[src/irq_prio_defs.vh]
// register offsets, field positions, reset values of the pin-interrupt
// and priority block; assumes an 8-bit register port with 3-bit address
`ifndef IRQ_PRIO_DEFS_VH
`define IRQ_PRIO_DEFS_VH

`define ADDR_PRIO_A      3'h0
`define ADDR_PRIO_B      3'h1
`define ADDR_FLAGS       3'h2
`define ADDR_ENABLES     3'h3
`define ADDR_SENSE       3'h4

`define RESET_BYTE       8'h00

`define PA_PINS_2_3      5
`define PA_PIN_4         4
`define PA_WATCHDOG      3
`define PA_TIMER_CH0     2
`define PA_TIMER_CH1     1
`define PA_TIMER_CH2     0
`define PA_PIN_0         7
`define PA_PIN_1         6
`define PB_TIMER_CH3     7
`define PB_TIMER_CH4     6
`define PB_SERIAL        3
`define PB_ADC           1

`define NUM_PINS         5
`define NUM_SRC          16

`endif

[src/irq_prio_ctrl.v]
// pin-interrupt flags, enables, sense selects and priority registers
// with a fixed-priority request resolver toward the cpu core.
// assumes synchronous pin inputs and a one-cycle acknowledge pulse.
//
// What this block does
// - priority-A bit 5 sets pins 2 and 3 jointly to high level
// - priority-A bit 4 sets pin 4 requests to high level
// - priority-A bit 3 sets the watchdog request level
// - priority-A bit 2 sets timer channel 0 request level
// - priority-A bit 1 sets timer channel 1 request level
// - priority-A bit 0 sets timer channel 2 request level
// - priority-B is 8-bit read/write, cleared by reset and standby
// - priority-B bit 7 sets timer channel 3 request level
// - priority-B bit 6 sets timer channel 4 request level
// - priority-B bit 3 sets the serial interface request level
// - priority-B bit 1 sets the converter request level
// - flag register bits 7 to 5 always read zero
// - software may only clear pin flags by writing zero
// - zero write clears a flag only after it was read as one
// - level mode sets the flag while the pin is low
// - level mode clears the flag on service when pin is high
// - edge mode sets the flag on a falling pin edge
// - edge mode clears the flag on service regardless of pin
// - flag and enable registers are 8-bit, reset to zero
// - enable bits 7 to 5 are inert storage; 4 to 0 gate pins
// - enable one passes a pin request, zero blocks it
// - sense select zero is level, one is falling edge; resets zero
// - high level wins; within a level lower vector wins
//
// Chosen here: the strobed register port and the placing of the registers.
`timescale 1ns/1ps
`default_nettype none
`include "irq_prio_defs.vh"

module irq_prio_ctrl (
  // clock and reset
  input  wire        MCLK,
  input  wire        RST,
  input  wire        HW_STANDBY,
  // register port
  input  wire [2:0]  ADDR,
  input  wire [7:0]  WDATA,
  input  wire        WR,
  input  wire        RD,
  output reg  [7:0]  RDATA,
  // external pins, active low
  input  wire [4:0]  PIN_IRQ_N,
  // peripheral request lines
  input  wire        WATCHDOG_REQ,
  input  wire [2:0]  TIMER_CH0_REQ,
  input  wire [2:0]  TIMER_CH1_REQ,
  input  wire [2:0]  TIMER_CH2_REQ,
  input  wire [2:0]  TIMER_CH3_REQ,
  input  wire [2:0]  TIMER_CH4_REQ,
  input  wire [3:0]  SERIAL_REQ,
  input  wire        ADC_REQ,
  // cpu side
  input  wire        ACK,
  input  wire [6:0]  ACK_VECTOR,
  output wire        REQ,
  output wire        REQ_LEVEL,
  output wire [6:0]  REQ_VECTOR
);

  reg  [7:0] prio_a_reg;
  reg  [7:0] prio_b_reg;
  reg  [4:0] flags_reg;
  reg  [4:0] flags_next;
  reg  [7:0] enables_reg;
  reg  [7:0] sense_reg;
  reg  [4:0] pin_prev_reg;
  reg  [4:0] read_one_reg;
  reg  [4:0] read_one_next;

  wire       clr = RST | HW_STANDBY;
  wire [4:0] pin_low = ~PIN_IRQ_N;
  wire [4:0] fall    = pin_prev_reg & ~PIN_IRQ_N;

  // pin vectors 12..16
  function [6:0] pin_vec;
    input [2:0] n;
    begin
      pin_vec = 7'h0c + {4'h0, n};
    end
  endfunction

  // register writes; standby clears like reset
  always @(posedge MCLK or posedge RST) begin
    if (RST) begin
      prio_a_reg  <= `RESET_BYTE;
      prio_b_reg  <= `RESET_BYTE;
      enables_reg <= `RESET_BYTE;
      sense_reg   <= `RESET_BYTE;
    end else if (HW_STANDBY) begin
      prio_a_reg  <= `RESET_BYTE;
      prio_b_reg  <= `RESET_BYTE;
      enables_reg <= `RESET_BYTE;
      sense_reg   <= `RESET_BYTE;
    end else if (WR) begin
      case (ADDR)
        `ADDR_PRIO_A:  prio_a_reg  <= WDATA;
        `ADDR_PRIO_B:  prio_b_reg  <= WDATA;
        `ADDR_ENABLES: enables_reg <= WDATA;
        `ADDR_SENSE:   sense_reg   <= WDATA;
        default: ;
      endcase
    end
  end

  // flag state: hardware set beats write and service clears in the same cycle; the standby clear beats it
  integer i;
  always @* begin
    flags_next    = flags_reg;
    read_one_next = read_one_reg;
    for (i = 0; i < `NUM_PINS; i = i + 1) begin
      if (RD && ADDR == `ADDR_FLAGS)
        read_one_next[i] = flags_reg[i];
      if (WR && ADDR == `ADDR_FLAGS && !WDATA[i] && read_one_reg[i]) begin
        flags_next[i]    = 1'b0;
        read_one_next[i] = 1'b0;
      end
      if (ACK && ACK_VECTOR == pin_vec(i[2:0])) begin
        if (sense_reg[i])
          flags_next[i] = 1'b0;
        else if (!pin_low[i])
          flags_next[i] = 1'b0;
      end
      if (!sense_reg[i] && pin_low[i])
        flags_next[i] = 1'b1;
      if (sense_reg[i] && fall[i])
        flags_next[i] = 1'b1;
    end
  end

  always @(posedge MCLK or posedge RST) begin
    if (RST) begin
      flags_reg    <= 5'h00;
      read_one_reg <= 5'h00;
      pin_prev_reg <= 5'h1f;
    end else if (HW_STANDBY) begin
      flags_reg    <= 5'h00;
      read_one_reg <= 5'h00;
      pin_prev_reg <= PIN_IRQ_N;
    end else begin
      flags_reg    <= flags_next;
      read_one_reg <= read_one_next;
      pin_prev_reg <= PIN_IRQ_N;
    end
  end

  // read data one cycle after the strobe
  always @(posedge MCLK or posedge RST) begin
    if (RST)
      RDATA <= 8'h00;
    else if (RD) begin
      case (ADDR)
        `ADDR_PRIO_A:  RDATA <= prio_a_reg;
        `ADDR_PRIO_B:  RDATA <= prio_b_reg;
        `ADDR_FLAGS:   RDATA <= {3'h0, flags_reg};
        `ADDR_ENABLES: RDATA <= enables_reg;
        `ADDR_SENSE:   RDATA <= sense_reg;
        default:       RDATA <= 8'h00;
      endcase
    end else
      RDATA <= 8'h00;
  end

  // source table in vector order; clr masks all while in standby
  reg [`NUM_SRC-1:0] src_req;
  reg [`NUM_SRC-1:0] src_lvl;
  reg [6:0]          src_vec [0:`NUM_SRC-1];
  wire [4:0] pin_pend = flags_reg & enables_reg[4:0];
  always @* begin
    src_req = {`NUM_SRC{1'b0}};
    src_req[0] = pin_pend[0];
    src_req[1] = pin_pend[1];
    src_req[2] = pin_pend[2];
    src_req[3] = pin_pend[3];
    src_req[4] = pin_pend[4];
    src_req[5] = WATCHDOG_REQ;
    src_req[6] = |TIMER_CH0_REQ;
    src_req[7] = |TIMER_CH1_REQ;
    src_req[8] = |TIMER_CH2_REQ;
    src_req[9] = |TIMER_CH3_REQ;
    src_req[10] = |TIMER_CH4_REQ;
    src_req[11] = |SERIAL_REQ;
    src_req[12] = ADC_REQ;
    src_req[15:13] = 3'h0;
    src_lvl = {`NUM_SRC{1'b0}};
    src_lvl[0]  = prio_a_reg[`PA_PIN_0];
    src_lvl[1]  = prio_a_reg[`PA_PIN_1];
    src_lvl[2]  = prio_a_reg[`PA_PINS_2_3];
    src_lvl[3]  = prio_a_reg[`PA_PINS_2_3];
    src_lvl[4]  = prio_a_reg[`PA_PIN_4];
    src_lvl[5]  = prio_a_reg[`PA_WATCHDOG];
    src_lvl[6]  = prio_a_reg[`PA_TIMER_CH0];
    src_lvl[7]  = prio_a_reg[`PA_TIMER_CH1];
    src_lvl[8]  = prio_a_reg[`PA_TIMER_CH2];
    src_lvl[9]  = prio_b_reg[`PB_TIMER_CH3];
    src_lvl[10] = prio_b_reg[`PB_TIMER_CH4];
    src_lvl[11] = prio_b_reg[`PB_SERIAL];
    src_lvl[12] = prio_b_reg[`PB_ADC];
    src_vec[0] = 7'd12; src_vec[1] = 7'd13; src_vec[2] = 7'd14;
    src_vec[3] = 7'd15; src_vec[4] = 7'd16; src_vec[5] = 7'd20;
    src_vec[6] = 7'd24; src_vec[7] = 7'd28; src_vec[8] = 7'd32;
    src_vec[9] = 7'd36; src_vec[10] = 7'd40; src_vec[11] = 7'd52;
    src_vec[12] = 7'd60; src_vec[13] = 7'd0; src_vec[14] = 7'd0;
    src_vec[15] = 7'd0;
    if (clr)
      src_req = {`NUM_SRC{1'b0}};
  end

  // lowest index in level 1 first, then level 0
  reg       win_found;
  reg       win_lvl;
  reg [6:0] win_vec;
  integer   k;
  always @* begin
    win_found = 1'b0;
    win_lvl   = 1'b0;
    win_vec   = 7'h00;
    for (k = `NUM_SRC - 1; k >= 0; k = k - 1)
      if (src_req[k] && src_lvl[k]) begin
        win_found = 1'b1;
        win_lvl   = 1'b1;
        win_vec   = src_vec[k];
      end
    if (!win_found)
      for (k = `NUM_SRC - 1; k >= 0; k = k - 1)
        if (src_req[k]) begin
          win_found = 1'b1;
          win_vec   = src_vec[k];
        end
  end

  assign REQ        = win_found;
  assign REQ_LEVEL  = win_lvl;
  assign REQ_VECTOR = win_vec;

endmodule // irq_prio_ctrl
`default_nettype wire

[config.mk]
export PLATFORM = sky130hd
export DESIGN_NAME = irq_prio_ctrl
export DESIGN_NICKNAME = d
export VERILOG_FILES = /design/src/irq_prio_ctrl.v
export VERILOG_INCLUDE_DIRS = /design/src
export SDC_FILE = /design/constraint.sdc
export NUM_CORES = 1
export LEC_CHECK = 0
export BUFFER_PORTS_ARGS = -buffer_cell sky130_fd_sc_hd__buf_2
export CAP_MARGIN = 20
export CELL_PAD_IN_SITES_DETAIL_PLACEMENT = 0
export CELL_PAD_IN_SITES_GLOBAL_PLACEMENT = 2
export CORE_MARGIN = 10
export CORE_UTILIZATION = 35
export DETAILED_ROUTE_END_ITERATION = 10
export GPL_ROUTABILITY_DRIVEN = 0
export PLACE_DENSITY = 0.94
export SLEW_MARGIN = 10
export SYNTH_ARGS = -nofsm -noshare
export SYNTH_HDL_FRONTEND = slang
export SYNTH_SLANG_ARGS = --single-unit
[constraint.sdc]
create_clock -name MCLK -period 6.6 [get_ports MCLK]
set_input_delay 1.32 -clock MCLK [delete_from_list [all_inputs] [get_ports MCLK]]
set_output_delay 1.32 -clock MCLK [all_outputs]
set_load 0.05 [all_outputs]
# Yosys cells after proc, flatten, opt, wreduce, memory -nomap -nowiden
# Index checks and enable logic that the tools add are counted.
# word_totals
regBits,55
input_bits,50
out_inout_bits,17
wordCells,213
# op_classes
bitwise,4
reduce_logical,71
muxes,117
n_eq_ne,9
# ops
operator,count
two-way mux 7 bit,29
two-way mux 8 bit,13
two-way mux 1 bit,70
logical AND 1 bit,40
one-hot mux 8 bit (5 select lines),1
equality test 7 x 4 -> 1 bit (second input constant),4
nonzero test 3 bit,5
OR reduction 3 bit,5
two-way mux 13 bit,1
AND 5 bit,2
zero test 1 bit,10
two-way mux 5 bit,2
nonzero test 2 bit,5
AND reduction 2 bit,4
equality test 7 x 5 -> 1 bit (second input constant),1
equality test 3 x 2 -> 1 bit (second input constant),2
two-way mux 6 bit,1
inverter 5 bit,1
OR reduction 4 bit,1
equality test 3 x 1 -> 1 bit (second input constant),1
equality test 3 bit (second input constant),1
zero test 3 bit,1
OR 1 bit,1

# Depth between registers and ports, before layout
# Gate-level depths: netlist (run 1).
# depth
ltp_word,33
depth_mapped,7
ltp_nobuf,6

# Least setup slack after synthesis (run 1)
# No wires, ideal clock.
# synth_path
path_type,input-to-output
from,in TIMER_CH1_REQ[1]
to,out REQ_VECTOR[4]
required_time_ns,5.280
slack_ns,1.449
n_path_buf,0
arrival_ns,3.831
path_stages,5
path_cell_list,or3_1 a32o_2 a2111oi_4 nand2_4 o32ai_1
# synth_between
elab_cells_between_ends,36
cone_classes,mux (34); reduce/logical (2)
# synth_rtl
item,line,text
"start, declared",irq_prio_ctrl.v:51,"input wire [2:0] TIMER_CH1_REQ,"
OR reduction 3 bit,irq_prio_ctrl.v:182,src_req[7] = |TIMER_CH1_REQ;
two-way mux 13 bit,irq_prio_ctrl.v:209,if (clr)
logical AND 1 bit,irq_prio_ctrl.v:223,if (src_req[k] && src_lvl[k]) begin
two-way mux 1 bit (8 in series),--,
via REQ_LEVEL,irq_prio_ctrl.v:61,"output wire REQ_LEVEL,"
two-way mux 7 bit,irq_prio_ctrl.v:228,if (!win_found)
"end, declared",irq_prio_ctrl.v:62,output wire [6:0] REQ_VECTOR
# The timed path passes the listed nets, and every way through them passes these cells.

# Worst setup path after layout (run 1)
# layout_path
from,in HW_STANDBY
to,out REQ_VECTOR[3]
# layout_between
elab_chain_cells,33
elab_cells_between_ends,58
cone_classes,mux (44); bitwise (1); reduce/logical (13)
# layout_rtl
item,line,text
"start, declared",irq_prio_ctrl.v:39,"input wire HW_STANDBY,"
OR 1 bit (*),irq_prio_ctrl.v:75,wire clr = RST | HW_STANDBY;
two-way mux 13 bit (*),irq_prio_ctrl.v:209,
logical AND 1 bit,irq_prio_ctrl.v:223,
two-way mux 6 bit,irq_prio_ctrl.v:223,
two-way mux 7 bit (12 in series),irq_prio_ctrl.v:223,
two-way mux 7 bit (16 in series),irq_prio_ctrl.v:230,if (src_req[k]) begin
two-way mux 7 bit (*),irq_prio_ctrl.v:228,
# Mark *: on every way between the ends. The rest lies on a longest branch, timed or not.

==> impl_results.md, run 1 <==
- FMAX: 0.203 GHz
- Setup Skew: 0.0104 ns
- Sw frac: 29.4%
- LEAKAGE: 1.57 nW
- Layout overhead on the synthesized area: 15.0%
- Area of the mapped netlist: 0.00311 mm^2
- DR vias: 2865
- CTS Hold Buffers Added: 0
- CP startpoint kind: input pin
- Crit path time final: 4.94 ns
- Post-route cell area: 0.00357 mm^2
- Crit end category: output port
- Die width: 114 um
- Cell Count, Final, Fillers Out: 526
- Worst-Skew Late Latency: 0.31 ns
- Psw: 0.189 mW
- Rows: 34
- Clock power frac: 28.6%
- Part of the cycle the worst path needs: 74.8%
- Total GRT Usage: 14.0%
- Top cell type's share of synthesized area: 40.2%
- Routed Wire Length: 9120 um
- Detailed router's first-iteration violation count: 165
- Die ar.: 0.0131 mm^2
- Relative slew margins: 48.7%
- Layout cells sized above 1: 22.5%
- Root Buffer: clkbuf_8
- Leading area contributor after synthesis: dfrtp_1
- Logic gate share of total power: 16.3%
- Setup TNS Final: 0 ns
- Mean Syn Cell Area: 8.64 um^2
- Slew Viols, Final: 0
- Synthesized net count: 410
- Seq cells post-synth: 55
- Post-detail-place hpwl: 7040 um
- DRC: 0
- # diodes: 0
- Ports: 67
- Number of sinks on the clock net: 55
- Overflow after GRT: 0
- RSZ-0062 raised after global routing: no
- Largest net degree at the start of global routing: 56
- Final Hold Vio Count: 0
- Peak VDD IR: 0.0667 mV
- Seq/Total Area, Yosys: 44.5%
- Reg2reg path depth: 4
- Count of different cell masters after synthesis: 55
- Final #Nets: 467
- Die Y: 114 um
- Hold Path Stages: 2
- Setup Fix Bufs, Post-CTS: 0
- Vias/cell: 5.45
- Worst EP arrival: 3.62 ns
- Post-detailed-route count of antenna-violating nets: 0
- I/O Buffers: 65
- Post-CTS Resized: 0
- Crit Path Max Fanout: 48
- Post-synth top flop: dfrtp_1
- Post-synth ARST share: 100%
- H-tree depth: 2
- Initial Util: 35.8%
- Status: completed
- Dpl cells: 518
- Synth Instances: 360
- Cts bufs inserted: 5
- Main area contributors after synthesis: dfrtp_1 40%, a21oi_1 8.9%, nand2_1 7.8%
- Area after DPL: 0.00349 mm^2
- Detailed Routing Iterations Pass 1: 4
- TritonCTS clock tree: yes
- Wire per inst: 17.3 um
- Initial antenna violation count: 0
- P per Cell Area: 180 mW/mm^2
- Critical path type: in -> out
- Sequential group share of total power: 55.2%
- Max-Cap Viols: 0
- EDFF count, synth: 0
- Core area: 0.00868 mm^2
- Final setup fails: 0
- Commonest non-fill, non-tap cells in the layout: 65 x nand2_1, 65 x buf_2, 55 x a21oi_1
- Critical path required time: 5.28 ns
- Clock buffer depth: 2
- Vias in the first global route: 3008
- Ys Warns: 0
- Clk slew on worst S/H paths: 0.10 ns
- Worst Tran Pin Value: 0.764 ns
- Global-route wire length before repair: 15000 um
- Worst hold path class: reg -> reg
- Internal: 0.455 mW
Yosys cell counts, types with 5 or more instances:
| cell | instances |
|---|---|
| nand2_1 | 65 |
| nand3_1 | 10 |
| o21a_1 | 5 |
| nor3_1 | 10 |
| nor3b_1 | 5 |
| and3_1 | 5 |
| a22oi_1 | 7 |
| a31oi_1 | 9 |
| mux2i_1 | 15 |
| dfrtp_1 | 50 |
| inv_1 | 7 |
| clkbuf_1 | 10 |
| a21oi_1 | 55 |
| nor2_1 | 32 |
| dfstp_2 | 5 |
| o21ai_0 | 9 |
cell type report:
class	instances	area [um^2]
fillers	945	5100
multi-input cells	281	1610
flip-flops and latches	55	1380
repair buffers	67	340
well taps	108	135
clock buffers	7	76.3
inverters	7	26.3
clock inverters	1	5.00
power by group through the flow:
stage	clock, mW	combinational, mW	sequential (mW)
finish	0.184	0.105	0.356
global route	0.201	0.116	0.357
CTS	0.189	0.105	0.356
detailed placement	0	0.105	0.362
global placement	0	0.104	0.362
floorplan	0	0.0666	0.361
kinds of logic after synthesis:
group / Yosys count / share of synthesized area, %
AOI/OAI and AO/OA: 103 / 20.7
buffers and inverters: 24 / 3.78
DFF: 55 / 44.5
muxes: 18 / 5.92
other: 1 / 0.121
and+or+nand+nor: 159 / 25.0
path summary, 6_finish.rpt:
check | start | to | slack (ns)
worst min register to register | sense_reg[6] | sense_reg[6] | 0.53
worst max register to register | prio_b_reg[7] | RDATA[7] | 5.35
min in group asynchronous | RST | enables_reg[1] | 1.26
max in group asynchronous | RST | sense_reg[4] | 4.88
worst min-delay path | sense_reg[6] | sense_reg[6] | 0.53
worst max-delay path | HW_STANDBY | REQ_VECTOR[3] | 1.66
per-stage QoR:
step                      total power, mW  worst slack, ns  hold WS, ns  utilization, %
after floorplan                     0.427             1.45        0.486               -
after global placement              0.466             1.69        0.501            40.3
after detailed placement            0.467             1.66        0.521            40.3
after CTS                           0.650             1.66        0.535            41.2
after global routing                0.673             1.50        0.563            41.2
final                               0.645             1.66        0.531            41.2
metal layers:
metal	GRT usage (%)	wire length, um	vias to the layer above
li1	-	-	1396
met1	17.1	3890	1401
met2	24.2	4770	57
met3	2.46	320	11
met4	4.68	135	0
met5	0	0	-
critical path, cell delays in order:
cell,delay (ns)
buf_2,0.08
buf_4,0.42
nor2_1,0.32
a32o_2,0.37
a2111oi_4,0.35
nand2_4,0.12
nor3b_1,0.15
nor3_1,0.18
buf_2,0.29
No activity file was read; power rests on OpenSTA's default activity.
==> run 2, diff against run 1 <==
--- a/config.mk
+++ b/config.mk
@@ -11,10 +11,10 @@
 export CELL_PAD_IN_SITES_DETAIL_PLACEMENT = 0
 export CELL_PAD_IN_SITES_GLOBAL_PLACEMENT = 2
 export CORE_MARGIN = 10
-export CORE_UTILIZATION = 35
+export CORE_UTILIZATION = 29
 export DETAILED_ROUTE_END_ITERATION = 10
 export GPL_ROUTABILITY_DRIVEN = 0
-export PLACE_DENSITY = 0.94
+export PLACE_DENSITY = 0.84
 export SLEW_MARGIN = 10
 export SYNTH_ARGS = -nofsm -noshare
 export SYNTH_HDL_FRONTEND = slang
==> constraint.sdc (replaced) <==
create_clock -name MCLK -period 4.44 [get_ports MCLK]
set_input_delay 0.888 -clock MCLK [delete_from_list [all_inputs] [get_ports MCLK]]
set_output_delay 0.888 -clock MCLK [all_outputs]
set_load 0.05 [all_outputs]
==> run 2 against run 1 <==
Compared with the run above: die area grew 17%; worst setup slack got worse by 1.0 ns; utilization is 6.2 points lower; sequential share of layout area decreased by 0.56 points; clock power grew 57%; critical path depth is the same; flip-flop and latch count unchanged; register-to-register slack lost 2.2 ns; cell area grew 1.5%; wire length about the same; cell count rose by 5.5%; worst hold slack worse by 0.0065 ns.
==> impl_results.md, run 2 (synthesis results as in run 1) <==
- Status: completed
- Initial Util: 30.0% (-5.8 points)
- LEAKAGE: 1.58 nW (+0.71%)
- Setup Fix Bufs, Post-CTS: 0 (unchanged)
- Setup Skew: 0.00346 ns (-0.00693 ns)
- Crit path time final: 3.81 ns
- Reg area: 0.00138 mm^2 (unchanged)
- Final setup fails: 0 (unchanged)
- Hold Crit Start: sense_reg[6]
- Largest net degree at the start of global routing: 47 (-16%)
- Part of the cycle the worst path needs: 85.8%
- Final #Nets: 468 (+0.21%)
- Critical path required time: 3.55 ns (-1.73 ns)
- Setup crit start: HW_STANDBY
- Worst Tran Pin Value: 0.804 ns (+0.0403 ns)
- Area after DPL: 0.00354 mm^2 (+1.2%)
- Post-detail-place hpwl: 7120 um (+1.1%)
- Commonest non-fill, non-tap cells in the layout: 65 x nand2_1, 65 x buf_2, 55 x a21oi_1
- Final core utilization: 35.0% (-6.2 points)
- Post-CTS Resized: 0 (unchanged)
- I/O Buffers: 65 (unchanged)
- # fillers: 1088 (+15%)
- Routed Wire Length: 9120 um (about the same)
- Vias in the first global route: 2890 (-3.9%)
- Initial antenna violation count: 0 (unchanged)
- Clk slew on worst S/H paths: 0.09 ns (about the same)
- Overflow after GRT: 0 (unchanged)
- Reg2reg path depth: 4 (unchanged)
- Die width: 124 um (+8.1%)
- CTS Hold Buffers Added: 0 (unchanged)
- Total GRT Usage: 12.0% (-2.0 points)
- Critical path type: in -> out
- Detailed Routing Iterations Pass 1: 4 (unchanged)
- Relative slew margins: 46.0% (-2.7 points)
- Area of the multi-input gates: 0.00161 mm^2 (unchanged)
- Worst-Skew Late Latency: 0.30 ns (about the same)
- Die ar.: 0.0153 mm^2 (+17%)
- DR vias: 2814 (-1.8%)
- Layout overhead on the synthesized area: 16.7%
- P per Cell Area: 268 mW/mm^2 (+49%)
- DRC: 0 (unchanged)
- H-tree depth: 2 (unchanged)
- CP startpoint kind: input pin
- # diodes: 0 (unchanged)
- Hold Path Stages: 2 (unchanged)
- RSZ-0062 raised after global routing: no
- Root Buffer: clkbuf_8
- Global-route wire length before repair: 14700 um (-1.8%)
- Wire per inst: 16.4 um (-5.3%)
- Worst EP arrival: 2.92 ns (-0.70 ns)
- Detailed router's first-iteration violation count: 222 (+35%)
- Slew Viols, Final: 0 (unchanged)
- Crit end category: output port
- Cts bufs inserted: 5 (unchanged)
- TritonCTS clock tree: yes
- Critical R2R Launch: prio_b_reg[7]
- Setup TNS Final: 0 ns (unchanged)
- Rows: 37 (+8.8%)
- Design Power: 0.973 mW (+51%)
- Crit Path Max Fanout: 46 (-4.2%)
- Worst hold path class: reg -> reg
- Final Hold Vio Count: 0 (unchanged)
- FMAX: 0.263 GHz
- Max-Cap Viols: 0 (unchanged)
- Vias/cell: 5.07 (-6.9%)
- Post-detailed-route count of antenna-violating nets: 0 (unchanged)
- Die Y: 124 um (+8.1%)
- Clock buffer depth: 2 (unchanged)
- Layout cells sized above 1: 22.9% (+0.42 points)
- Core area: 0.0104 mm^2 (+19%)
- Peak VDD IR: 0.119 mV (+78%)
- Ports: 67 (unchanged)
- Number of sinks on the clock net: 55 (unchanged)
- Post-route cell area: 0.00363 mm^2 (+1.5%)
-- run 2: cell types whose count changed in the layout (fill, tap and decap cells not counted), sizes merged --
cell and change:
buf +1
-- run 2: metal layers --
layer	wire, um	track usage, %	share of wire (%)
met1	4030	15.1	44
met2	4680	21.3	51
met3	371	2.23	4.1
met4	36	1.75	0.39
met5	0	0	0
-- run 2: final cells by class --
cell class              instances  area share, %
repair buffers                 68           9.59
multi-input cells             281           44.4
flip-flops and latches         55           38.1
well taps                     136           4.69
inverters                       7          0.724
clock buffers                   7           2.38
clock inverters                 1          0.138
-- run 2: power by group --
group,switching (mW),internal (mW)
clock network,0.161,0.126
logic,0.106,0.0501
registers,0.0127,0.516
total,0.281,0.692
-- run 2: through the flow --
stage / instances / hold WS, ns / setup WS (ns)
finish: 555 / 0.525 / 0.631
global route: 555 / 0.552 / 0.440
CTS: 555 / 0.530 / 0.612
detailed placement: 547 / 0.512 / 0.609
global placement: 547 / 0.502 / 0.624
floorplan: 360 / 0.486 / 0.153
-- run 2: critical path: stages --
cell       delay [ns]
buf_2            0.10
buf_4            0.42
nor3b_1          0.15
a32o_2           0.29
a2111oi_4        0.34
nand2_4          0.12
nor3b_1          0.15
nor3_1           0.16
buf_2            0.28
-- run 2: path summary, 6_finish.rpt --
| check | to | slack [ns] |
|---|---|---|
| max | REQ_VECTOR[3] | 0.63 |
| min | sense_reg[6] | 0.52 |
| max reg2reg | RDATA[7] | 3.17 |
| min reg2reg | sense_reg[6] | 0.52 |
| max in group asynchronous | pin_prev_reg[0] | 2.86 |
| min in group asynchronous | prio_b_reg[3] | 0.74 |
==> run 3, diff against run 2 <==
--- a/config.mk
+++ b/config.mk
@@ -15,6 +15,7 @@
 export DETAILED_ROUTE_END_ITERATION = 10
 export GPL_ROUTABILITY_DRIVEN = 0
 export PLACE_DENSITY = 0.84
+export RECOVER_POWER = 25
 export SLEW_MARGIN = 10
 export SYNTH_ARGS = -nofsm -noshare
 export SYNTH_HDL_FRONTEND = slang
==> run 3 against run 2 <==
Compared with the run above: critical path depth unchanged; flip-flop and latch count unchanged; worst hold slack hardly changed; worst setup slack improved by 0.0040 ns; fmax rose by 0.11%; global-route usage unchanged; first-iteration DRC count fell by 5.4%; via count up 1.1%; cell area down 0.17%.
==> impl_results.md, run 3 (synthesis results as in run 1) <==
- Part of the cycle the worst path needs: 85.7% (-0.091 points)
- CTS Hold Buffers Added: 0 (unchanged)
- Peak VDD IR: 0.118 mV (-0.52%)
- Worst EP arrival: 2.92 ns (about the same)
- Critical R2R Launch: prio_b_reg[7]
- Layout cells sized above 1: 21.5% (-1.4 points)
- Cts bufs inserted: 5 (unchanged)
- DR vias: 2844 (+1.1%)
- Relative slew margins: 16.8% (-29 points)
- Psw: 0.280 mW (-0.29%)
- Hold Crit Start: sense_reg[6]
- Critical path type: in -> out
- Sequential group share of total power: 54.4% (about the same)
- Worst Slack Setup Final: 0.635 ns (+0.00403 ns)
- Crit Path Max Fanout: 46 (unchanged)
- Post-detail-place hpwl: 7120 um (unchanged)
- Ports: 67 (unchanged)
- Crit path time final: 3.81 ns (-0.00403 ns)
- Setup WS pre-CTS: 0.609 ns (unchanged)
- Final #Nets: 468 (unchanged)
- Setup TNS Final: 0 ns (unchanged)
- Clk slew on worst S/H paths: 0.09 ns (about the same)
- Final Hold Vio Count: 0 (unchanged)
- Design Power: 0.971 mW (-0.15%)
- Worst hold path class: reg -> reg
- LEAKAGE: 1.57 nW (-0.80%)
- Critical path required time: 3.55 ns (about the same)
- Setup crit end: REQ_VECTOR[3]
- RSZ-0062 raised after global routing: no
- TritonCTS clock tree: yes
- Rows: 37 (unchanged)
- Largest net degree at the start of global routing: 47 (unchanged)
- Crit end category: output port
- Commonest non-fill, non-tap cell in the layout: nand2_1
- Setup Skew: 0.00348 ns (+0.0000201 ns)
- R2R setup slack: 3.18 ns (about the same)
- I/O Buffers: 65 (unchanged)
- Clock power frac: 29.5% (about the same)
- Worst path max stage delay: 0.42 ns (about the same)
- Initial Util: 30.0% (unchanged)
- Setup Fix Bufs, Post-CTS: 0 (unchanged)
- Final setup fails: 0 (unchanged)
- Critical Path Slowest Stage Cell: buf_4
- Core area: 0.0104 mm^2 (unchanged)
- H-tree depth: 2 (unchanged)
- Routed Wire Length: 9130 um (+0.14%)
- Slew Viols, Final: 0 (unchanged)
- Detailed router's first-iteration violation count: 210 (-5.4%)
- Die width: 124 um (unchanged)
- Number of sinks on the clock net: 55 (unchanged)
- Max-Cap Viols: 0 (unchanged)
- Total GRT Usage: 12.0% (unchanged)
- Internal: 0.691 mW (about the same)
- P per Cell Area: 268 mW/mm^2 (about the same)
- CP Cell Sequence: buf_2, buf_4, nor3b_1, a32o_2, a2111oi_4, nand2_4, nor3b_1, nor3_1, buf_2
- Wire per inst: 16.4 um (+0.14%)
- Die Y: 124 um (unchanged)
- Vias/cell: 5.12 (+1.1%)
- Worst-Skew Late Latency: 0.30 ns (about the same)
- # diodes: 0 (unchanged)
- Setup crit start: HW_STANDBY
- Logic gate share of total power: 16.1% (about the same)
- Root Buffer: clkbuf_8
- Die ar.: 0.0153 mm^2 (unchanged)
- Global-route wire length before repair: 14700 um (unchanged)
- Detailed Routing Iterations Pass 1: 5 (+1)
- Post-CTS Resized: 0 (unchanged)
- Commonest non-fill, non-tap cells in the layout: 65 x nand2_1, 60 x buf_2, 55 x a21oi_1
- FMAX: 0.263 GHz (+0.11%)
- Worst Tran Pin Value: 1.25 ns (+0.442 ns)
- CP startpoint kind: input pin
- Post-detailed-route count of antenna-violating nets: 0 (unchanged)
- Vias in the first global route: 2890 (unchanged)
- Overflow after GRT: 0 (unchanged)
- DRC: 0 (unchanged)
- Initial antenna violation count: 0 (unchanged)
- Layout overhead on the synthesized area: 16.5%
- Reg2reg path depth: 4 (unchanged)
- Sw frac: 28.8% (-0.041 points)
- Clock buffer depth: 2 (unchanged)
- Worst r2r dst: RDATA[7]
- Status: completed
==> run 3: cell types whose count changed in the layout (fill, tap and decap cells not counted), sizes merged <==
cell and change:
buf -5, clkbuf +5
==> run 3: critical path, delay by kind of cell <==
family,cells,cell delay [ns]
buffers and inverters,3,0.80
and+or+nand+nor,4,0.58
AOI/OAI and AO/OA,2,0.63
==> run 3: area by class of cell <==
| class | count | area [um^2] |
|---|---|---|
| timing repair buffer | 68 | 342 |
| multi-input combinational | 281 | 1610 |
| sequential | 55 | 1380 |
| clock inverter | 1 | 5.00 |
| inverter | 7 | 26.3 |
| tap | 136 | 170 |
| clock buffer | 7 | 86.3 |
| fill | 1091 | 6750 |
==> run 3: worst min-delay path by stage <==
stage / to / cells after the start / slack [ns]
3_5_place_dp: prio_b_reg[0] / 2 / 0.51
3_3_place_gp: prio_b_reg[0] / 2 / 0.50
2_1_floorplan: prio_b_reg[0] / 2 / 0.49
4_1_cts: sense_reg[6] / 2 / 0.53
6_report: sense_reg[6] / 2 / 0.52
5_1_grt: prio_b_reg[0] / 2 / 0.55
==> run 3: routing by layer <==
layer | GRT usage, % | vias to the layer above | share of wire, %
li1 | - | 1396 | -
met1 | 15.1 | 1388 | 44
met2 | 21.3 | 56 | 51
met3 | 2.23 | 4 | 4.4
met4 | 1.75 | 0 | 0.39
met5 | 0 | - | 0
==> run 3: metrics by stage <==
| step | hold slack, ns | instances | cell area (um^2) | util, % |
|---|---|---|---|---|
| finish | 0.525 | 555 | 3620 | 34.9 |
| global route | 0.552 | 555 | 3620 | 34.9 |
| CTS | 0.530 | 555 | 3630 | 35.0 |
| detailed placement | 0.512 | 547 | 3540 | 34.1 |
| global placement | 0.502 | 547 | 3540 | 34.1 |
| floorplan | 0.486 | 360 | 3110 | - |
==> run 3: power by group through the flow <==
stage                     Clock [mW]  Sequential [mW]  Combinational (mW)
after floorplan                    0            0.536              0.0990
after detailed placement           0            0.538               0.157
after global placement             0            0.538               0.157
after CTS                      0.294            0.529               0.158
after global routing           0.311            0.531               0.172
final                          0.287            0.528               0.156
